File: config.mk
export PLATFORM = sky130hd
export DESIGN_NAME = accel_fifo_status_trigger
export DESIGN_NICKNAME = d
export VERILOG_FILES = /design/src/core/fifo_occupancy.v /design/src/core/accel_fifo_status_trigger.v
export VERILOG_INCLUDE_DIRS = /design/src /design/src/core
export SDC_FILE = /design/constraint.sdc
export NUM_CORES = 1
export LEC_CHECK = 0
export ABC_AREA = 1
export BUFFER_PORTS_ARGS = -buffer_cell sky130_fd_sc_hd__buf_2
export CORE_ASPECT_RATIO = 0.7
export CORE_MARGIN = 1
export CORE_UTILIZATION = 45
export CTS_CLUSTER_SIZE = 20
export DETAILED_ROUTE_END_ITERATION = 6
export GPL_ROUTABILITY_DRIVEN = 0
export HOLD_SLACK_MARGIN = 0.02
export PLACE_DENSITY = 0.74
export SYNTH_ARGS = -nofsm -noshare
export SYNTH_HDL_FRONTEND = slang
export SYNTH_SLANG_ARGS = --single-unit
File: constraint.sdc
create_clock -name core_clk_i -period 5.15 [get_ports core_clk_i]
set_clock_uncertainty 0.05 [all_clocks]
set_input_delay 0.7725 -clock core_clk_i [delete_from_list [all_inputs] [get_ports core_clk_i]]
set_output_delay 0.7725 -clock core_clk_i [all_outputs]
set_load 0.01 [all_outputs]
File: src/core/accel_fifo_regs.vh
// Operation
// - Z new-data flag sets on Z acquisition, clears on Z high-byte read.
// - Y new-data flag resets to 0, sets on Y acquisition, clears on read.
// - X new-data flag resets to 0, sets on X acquisition, clears on read.
// - With FIFO mode nonzero, offset 0x00 shows FIFO status instead.
// - FIFO status: overflow bit 7, watermark bit 6, count low; RO, zero.
// - Count gives stored samples: zero empty, one to 32 held.
// - Overflow flag holds while overflowed; a status read keeps it.
// - Watermark flag holds while count is at or above watermark.
// - In trigger mode 0b11 the watermark position shows trigger detected.
// - Status read clears FIFO interrupt source; flags stay while active.
// - Cleared FIFO source sets again on next sample if condition persists.
// - Trigger mode: enabled event flag freezes sample collection.
// - Trigger config 0x0A RW, zero reset, bits 5..1 enable events.
// - FIFO source bit sets on overflow, count reaching watermark, or trigger hit.
`ifndef ACCEL_FIFO_REGS_VH
`define ACCEL_FIFO_REGS_VH

// Register indices; the byte address is four times the index.
`define IDX_FIFO_STATUS   6'h00
`define IDX_TRIG_CONFIG   6'h0A
`define IDX_FIFO_CONTROL  6'h10
`define IDX_X_HIGH        6'h11
`define IDX_Y_HIGH        6'h12
`define IDX_Z_HIGH        6'h13
`define IDX_IRQ_STATUS    6'h14
`define IDX_IRQ_MASK      6'h15

`define RST_BYTE          8'h00
`define TRIG_EVENT_MASK   8'h3E

`define MODE_OFF          2'h0
`define MODE_CIRCULAR     2'h1
`define MODE_STOP         2'h2
`define MODE_TRIGGER      2'h3

`define FIFO_DEPTH        6'h20

`define IRQ_FIFO_BIT      0
`define IRQ_DATA_BIT      1
`define IRQ_TRIG_BIT      2

`endif

File: src/core/fifo_occupancy.v
`timescale 1ns/1ns
`default_nettype none
`include "accel_fifo_regs.vh"
module fifo_occupancy (
   input  wire       core_clk_i,
   input  wire       sys_rst_i,
   input  wire [1:0] mode_i,
   input  wire       gate_i,
   input  wire       push_i,
   input  wire       pop_i,
   output wire [5:0] count_o,
   output wire       ovf_o
);

   reg  [5:0] count_r;
   reg  [5:0] count_nxt;
   reg        ovf_r;
   reg        ovf_nxt;
   wire       full;
   wire       empty;
   wire       push_ok;
   wire       pop_ok;

   assign full    = (count_r == `FIFO_DEPTH);
   assign empty   = (count_r == 6'h00);
   assign push_ok = push_i & ~gate_i & (mode_i != `MODE_OFF);
   assign pop_ok  = pop_i & ~empty;

   // -------------------------------------------------------------
   // Occupancy
   // -------------------------------------------------------------
   // A full circular FIFO drops its oldest sample, so the count stays
   // at the depth; in stop mode the new sample is lost instead.
   always @* begin
      count_nxt = count_r;
      ovf_nxt   = ovf_r;
      if (mode_i == `MODE_OFF) begin
         count_nxt = 6'h00;
         ovf_nxt   = 1'b0;
      end else begin
         if (push_ok & ~pop_ok & ~full) begin
            count_nxt = count_r + 6'h01;
         end else if (pop_ok & ~push_ok) begin
            count_nxt = count_r - 6'h01;
         end
         if (push_ok & full & ~pop_ok) begin
            ovf_nxt = 1'b1;
         end else if (pop_ok) begin
            ovf_nxt = 1'b0;
         end
      end
   end

   always @(posedge core_clk_i) begin
      if (sys_rst_i) begin
         count_r <= 6'h00;
         ovf_r   <= 1'b0;
      end else begin
         count_r <= count_nxt;
         ovf_r   <= ovf_nxt;
      end
   end

   assign count_o = count_r;
   assign ovf_o   = ovf_r;

endmodule
`default_nettype wire

File: src/core/accel_fifo_status_trigger.v
// Implementation choice: the APB interface to the registers.
`timescale 1ns/1ns
`default_nettype none
`include "accel_fifo_regs.vh"
module accel_fifo_status_trigger (
   input  wire        core_clk_i,
   input  wire        sys_rst_i,
   input  wire        psel_i,
   input  wire        penable_i,
   input  wire        pwrite_i,
   input  wire [7:0]  paddr_i,
   input  wire [31:0] pwdata_i,
   output wire        pready_o,
   output wire [31:0] prdata_o,
   output wire        pslverr_o,
   input  wire        x_acq_done_i,
   input  wire        y_acq_done_i,
   input  wire        z_acq_done_i,
   input  wire [7:0]  x_high_i,
   input  wire [7:0]  y_high_i,
   input  wire [7:0]  z_high_i,
   input  wire        sample_push_i,
   input  wire        sample_pop_i,
   input  wire [7:0]  event_flags_i,
   output wire        fifo_gate_o,
   output wire [5:0]  fifo_count_o,
   output wire        irq_o
);

   // -------------------------------------------------------------
   // Decoding helpers
   // -------------------------------------------------------------
   function is_mapped;
      input [5:0] idx;
      begin
         case (idx)
            `IDX_FIFO_STATUS  : is_mapped = 1'b1;
            `IDX_TRIG_CONFIG  : is_mapped = 1'b1;
            `IDX_FIFO_CONTROL : is_mapped = 1'b1;
            `IDX_X_HIGH       : is_mapped = 1'b1;
            `IDX_Y_HIGH       : is_mapped = 1'b1;
            `IDX_Z_HIGH       : is_mapped = 1'b1;
            `IDX_IRQ_STATUS   : is_mapped = 1'b1;
            `IDX_IRQ_MASK     : is_mapped = 1'b1;
            default           : is_mapped = 1'b0;
         endcase
      end
   endfunction

   function [7:0] set_clear;
      input [7:0] cur;
      input [7:0] clr;
      input [7:0] set;
      begin
         set_clear = (cur & ~clr) | set;
      end
   endfunction

   // -------------------------------------------------------------
   // Declarations
   // -------------------------------------------------------------
   wire [5:0]  idx;
   wire        setup_ph;
   wire        access_ph;
   wire        wr_acc;
   wire        rd_acc;
   wire        mapped;

   reg  [31:0] prdata_r;
   reg  [31:0] prdata_nxt;

   reg  [7:0]  trig_cfg_r;
   reg  [7:0]  fifo_ctl_r;
   reg  [7:0]  irq_stat_r;
   reg  [7:0]  irq_stat_nxt;
   reg  [7:0]  irq_mask_r;

   reg         xdr_r;
   reg         ydr_r;
   reg         zdr_r;
   reg         xdr_nxt;
   reg         ydr_nxt;
   reg         zdr_nxt;

   reg         trig_hit_r;
   reg         trig_hit_nxt;
   reg         push_seen_r;
   reg         wm_seen_r;

   wire [1:0]  fifo_mode;
   wire [5:0]  watermark;
   wire [5:0]  count;
   wire        ovf;
   wire        wm_cond;
   wire        fifo_on;
   wire        trig_mode;
   wire        trig_event;
   wire        fifo_evt;
   wire [7:0]  fifo_status;
   wire [7:0]  axis_data_ready_status;
   wire [7:0]  irq_set;
   wire [7:0]  irq_clr;

   // -------------------------------------------------------------
   // APB slave
   // -------------------------------------------------------------
   // The slave never stalls, so every access phase completes at once.
   assign idx       = paddr_i[7:2];
   assign mapped    = is_mapped(idx);
   assign setup_ph  = psel_i & ~penable_i;
   assign access_ph = psel_i & penable_i;
   assign wr_acc    = access_ph & pwrite_i;
   assign rd_acc    = access_ph & ~pwrite_i;
   assign pready_o  = 1'b1;
   assign pslverr_o = access_ph & ~mapped;
   assign prdata_o  = prdata_r;

   // -------------------------------------------------------------
   // FIFO configuration and state
   // -------------------------------------------------------------
   assign fifo_mode = fifo_ctl_r[7:6];
   assign watermark = fifo_ctl_r[5:0];
   assign fifo_on   = (fifo_mode != `MODE_OFF);
   assign trig_mode = (fifo_mode == `MODE_TRIGGER);

   fifo_occupancy u_occupancy (
      .core_clk_i (core_clk_i),
      .sys_rst_i  (sys_rst_i),
      .mode_i     (fifo_mode),
      .gate_i     (trig_hit_r),
      .push_i     (sample_push_i),
      .pop_i      (sample_pop_i),
      .count_o    (count),
      .ovf_o      (ovf)
   );

   assign wm_cond = fifo_on & (count >= watermark);

   assign trig_event = |(event_flags_i & trig_cfg_r & `TRIG_EVENT_MASK);

   always @* begin
      trig_hit_nxt = trig_hit_r;
      if (!trig_mode) begin
         trig_hit_nxt = 1'b0;
      end else if (trig_event) begin
         trig_hit_nxt = 1'b1;
      end
   end

   assign fifo_gate_o  = trig_hit_r;
   assign fifo_count_o = count;

   assign fifo_status = {ovf, (trig_mode ? trig_hit_r : wm_cond), count};

   assign axis_data_ready_status = {4'h0, xdr_r | ydr_r | zdr_r, zdr_r, ydr_r, xdr_r};

   // -------------------------------------------------------------
   // New-data flags
   // -------------------------------------------------------------
   // A completion in the cycle of the clearing read keeps the flag set.
   always @* begin
      xdr_nxt = xdr_r;
      ydr_nxt = ydr_r;
      zdr_nxt = zdr_r;
      if (x_acq_done_i) begin
         xdr_nxt = 1'b1;
      end else if (rd_acc && idx == `IDX_X_HIGH) begin
         xdr_nxt = 1'b0;
      end
      if (y_acq_done_i) begin
         ydr_nxt = 1'b1;
      end else if (rd_acc && idx == `IDX_Y_HIGH) begin
         ydr_nxt = 1'b0;
      end
      if (z_acq_done_i) begin
         zdr_nxt = 1'b1;
      end else if (rd_acc && idx == `IDX_Z_HIGH) begin
         zdr_nxt = 1'b0;
      end
   end

   // -------------------------------------------------------------
   // Interrupt source
   // -------------------------------------------------------------
   // The source is raised one cycle after the push that caused it,
   // once the count and overflow have settled.
   // overflow, watermark or trigger hit
   assign fifo_evt = (push_seen_r & (ovf | wm_cond))
                   | (wm_cond & ~wm_seen_r)
                   | (trig_hit_nxt & ~trig_hit_r);

   assign irq_set = {5'h00,
                     trig_hit_nxt & ~trig_hit_r,
                     x_acq_done_i | y_acq_done_i | z_acq_done_i,
                     fifo_evt};

   assign irq_clr = (wr_acc && idx == `IDX_IRQ_STATUS ? pwdata_i[7:0]
                                                       : 8'h00)
                  | {7'h00, rd_acc & fifo_on & (idx == `IDX_FIFO_STATUS)};

   always @* begin
      irq_stat_nxt = set_clear(irq_stat_r, irq_clr, irq_set);
   end

   assign irq_o = |(irq_stat_r & irq_mask_r);

   // -------------------------------------------------------------
   // Read data
   // -------------------------------------------------------------
   // Read data is captured in the setup cycle so that the bus sees a
   // flop output; a flag that sets between setup and access shows on
   // the next read.
   always @* begin
      prdata_nxt = 32'h0000_0000;
      case (idx)
         `IDX_FIFO_STATUS : begin
            prdata_nxt[7:0] = fifo_on ? fifo_status : axis_data_ready_status;
         end
         `IDX_TRIG_CONFIG : begin
            prdata_nxt[7:0] = trig_cfg_r;
         end
         `IDX_FIFO_CONTROL : begin
            prdata_nxt[7:0] = fifo_ctl_r;
         end
         `IDX_X_HIGH : begin
            prdata_nxt[7:0] = x_high_i;
         end
         `IDX_Y_HIGH : begin
            prdata_nxt[7:0] = y_high_i;
         end
         `IDX_Z_HIGH : begin
            prdata_nxt[7:0] = z_high_i;
         end
         `IDX_IRQ_STATUS : begin
            prdata_nxt[7:0] = irq_stat_r;
         end
         `IDX_IRQ_MASK : begin
            prdata_nxt[7:0] = irq_mask_r;
         end
         default : begin
            prdata_nxt = 32'h0000_0000;
         end
      endcase
   end

   // -------------------------------------------------------------
   // Registers
   // -------------------------------------------------------------
   always @(posedge core_clk_i) begin
      if (sys_rst_i) begin
         prdata_r    <= 32'h0000_0000;
         trig_cfg_r  <= `RST_BYTE;
         fifo_ctl_r  <= `RST_BYTE;
         irq_stat_r  <= `RST_BYTE;
         irq_mask_r  <= `RST_BYTE;
         xdr_r       <= 1'b0;
         ydr_r       <= 1'b0;
         zdr_r       <= 1'b0;
         trig_hit_r  <= 1'b0;
         push_seen_r <= 1'b0;
         wm_seen_r   <= 1'b0;
      end else begin
         if (setup_ph && !pwrite_i) begin
            prdata_r <= prdata_nxt;
         end
         if (wr_acc) begin
            case (idx)
               `IDX_TRIG_CONFIG : begin
                  trig_cfg_r <= pwdata_i[7:0];
               end
               `IDX_FIFO_CONTROL : begin
                  fifo_ctl_r <= pwdata_i[7:0];
               end
               `IDX_IRQ_MASK : begin
                  irq_mask_r <= pwdata_i[7:0];
               end
               default : begin
                  irq_mask_r <= irq_mask_r;
               end
            endcase
         end
         irq_stat_r  <= irq_stat_nxt;
         xdr_r       <= xdr_nxt;
         ydr_r       <= ydr_nxt;
         zdr_r       <= zdr_nxt;
         trig_hit_r  <= trig_hit_nxt;
         push_seen_r <= sample_push_i & ~trig_hit_r & fifo_on;
         wm_seen_r   <= wm_cond;
      end
   end

endmodule
`default_nettype wire

==> out/qor.yml <==
placed_design:
  pre_cts_ws_ps: 2490
  hpwl_um: 7130
  dpl-instance-area_mm2: 0.00363
  numPortBuffers: 69
yosys:
  ys.flop_type: "dfxtp_1"
  yosysUniqueCellTypes: 34
  synth_edf_count: 0
  yosysSeqAreaShare_pct: 32.2
  netlist_instances: 507
  yosys.cell_count.top_type: "nand2_1"
  syn_area_mm2: 0.00329
  async_reset_ff_share_pct: 0
  synth-simple-area-share_pct: 36.8
  netlist_top_cells_count: "nand2_1, nor2_1, dfxtp_1, inv_1, a21oi_1"
  synth_top_family_by_area: "simple AND/OR/NAND/NOR gates"
  yosysTopAreaCellShare_pct: 32.2
  synth.avg_cell_area_um2: 6.49
  synth_compound_area_share_pct: 13.5
  synthMuxAreaShare_pct: 0
  ys_warn_count: 0
  synth.area.top_cells: "dfxtp_1, nand2_1, nor2_1, buf_4, a21oi_1"
  synth_area_leader_cell: "dfxtp_1"
  synthAdderAreaFrac_pct: 4.41
  synth-xor-area-share_pct: 0.798
  ys_ff_latch: 53
floorplanning:
  fp-row-count: 25
  die-area_mm2: 0.00766
  core_area_mm2: 0.00691
  pin_count: 124
  floorplan.initialDensity_pct: 47.6
  die_w_um: 104
  die_h_um: 73.5
worst_setup_path:
  setup.worst_path.end_class: "primary output"
  cp.arrival_ps: 1770
  ff2ff_setup_slack_ps: 2770
  path_cells: "buf_2 -> inv_2 -> nand2_2 -> nor2_1 -> nor4_1 -> buf_2"
  worstPathRequired_ps: 4330
  r2r-start: "u_occupancy.count_o[2]"
  path_class: "in2out"
  r2r_cells: 12
  crit_fanout: 6
  slowest_delay_ps: 370
  crit_path_top_delay_cell: "nor4_1"
  critPathLaunchType: "input pin"
  r2r-end: "u_occupancy.count_o[5]"
  crit_top_cell: "buf_2"
hold_path:
  hold_path.class: "reg2reg"
  worstHoldStart: "prdata_o[0]"
  whs_path_depth: 2
  hold_path_end: "prdata_o[0]"
run:
  cap_violations: 0
clocking:
  clk_pin_slew_ps: 90
  cts_sinks: 53
  h-tree-depth: 2
  cts-root-buf: "clkbuf_8"
  ctsResizeCount: 0
  worstSkewPairLatency_ps: 320
  cts_made_buffers: 5
  ctsHoldBuffers: 0
  cts_tree: "built"
  clockBufferDepth: 2
  post_cts_buffers: 0
global_route:
  grt_pass1_wl_um: 14400
  grt_pass1_vias: 3026
  track_usage_pct: 24.2
  grt_max_degree: 30
  antenna_found_initial: 0
  overflow: 0
sta:
  hold_violations: 0
  final-setup-viol-count: 0
  relSlewSlack_pct: 51.8
  finalSetupTns_ps: 0
  slew_violations: 0
  tightest_slew_ps: 722
  fmaxAchievable_mhz: 386
  min_period_over_period_pct: 50.4
  layout_min_cycle_time_ps: 2590
  rsz0062_at_grt: "false"
  fin_ws_ps: 2560
pwr:
  p_per_area_mw_per_mm2: 197
  p_leak_nw: 1.85
  ir_drop_v: 0.000102
route:
  drt-initial-drc-count: 239
  ant_nets: 0
  via_per_inst: 5.11
  vias: 3425
  wl_per_cell_um: 13.5
  first_pass_iters: 5
  wirelength_um: 9050
  drc: 0
outcome:
  outcome: "completed"
cells_and_area:
  area_growth_pct: 13.0
  num-fill-cells: 698
  multi_input_comb_area_mm2: 0.00192
  register_area_mm2: 0.00106
  finalInstanceArea_mm2: 0.00372
  drive_above_1_share_pct: 18.8
  diodes: 0
  nets: 669
  post-route-util_pct: 53.8
## power by group
| group | leakage (nW) | internal [mW] | total (mW) | switching (mW) |
|---|---|---|---|---|
| clock | 0.0443 | 0.107 | 0.245 | 0.138 |
| sequential | 0.428 | 0.412 | 0.414 | 0.00195 |
| combinational | 1.37 | 0.0242 | 0.0740 | 0.0497 |
| total | 1.85 | 0.544 | 0.733 | 0.189 |
## cell families after synthesis
family,after synthesis
buffers and inverters,79
XOR/XNOR,3
AO/OA/AOI/OAI,85
other,2
AND/OR/NAND/NOR,274
flip-flops,53
adder cells (fa/ha/maj),11
## worst max path at each step
stage                           startpoint                      to  slack, ps  cells after the start
global placement             sample_push_i  u_occupancy.count_o[5]       2550                     13
CTS                             paddr_i[3]               pslverr_o       2620                      6
global route        u_occupancy.count_o[1]  u_occupancy.count_o[5]       2520                     12
detailed placement           sample_push_i  u_occupancy.count_o[5]       2490                     13
floorplan                    sample_push_i  u_occupancy.count_o[5]       2770                     12
finish                          paddr_i[3]               pslverr_o       2560                      6
## sequential cells by signal, indices dropped and copies added, names as in the netlist, 6 cells and up
name                 cells
fifo_ctl_r               8
prdata_o                 8
irq_mask_r               8
irq_stat_r               8
trig_cfg_r               8
u_occupancy.count_o      6
## worst max-delay path, delay by kind of cell
family	cells	cell delay (ps)
simple gates	3	570
buf+inv	3	440
## through the flow
stage                     cells  power (mW)  hold WS [ps]
after floorplan             530       0.476           390
after global placement      663       0.495           406
after detailed placement    663       0.496           406
after CTS                   670       0.734           420
after global routing        670       0.763           442
final                       670       0.733           421
## per-layer routing
layer | vias to the layer above | global-route usage (%) | part of all wire, %
li1 | 1706 | - | -
met2 | 146 | 38.1 | 43
met3 | 11 | 4.26 | 8.9
met4 | 0 | 6.19 | 1.1
met1 | 1562 | 34.4 | 47
met5 | - | 0 | 0
## layout make-up
cell class / count / share of cell area, %
Clock buffer: 7 / 2.32
Inverter: 49 / 5.01
Multi-Input combinational cell: 398 / 51.7
Sequential cell: 53 / 28.5
Tap cell: 94 / 3.16
Timing Repair Buffer: 69 / 9.29
## layout by cell type (no fill, tap or decap), drive strengths merged, types with 2 or more instances in the layout
| master | instances |
|---|---|
| nand3 | 23 |
| inv | 49 |
| nand4 | 4 |
| nor3 | 2 |
| buf | 69 |
| clkbuf | 7 |
| o21ai | 43 |
| ha | 10 |
| xnor2 | 3 |
| a21oi | 37 |
| nand2 | 159 |
| nor2 | 83 |
| conb | 25 |
| dfxtp | 53 |
| a221oi | 2 |
No activity file was read; power rests on OpenSTA's default activity.
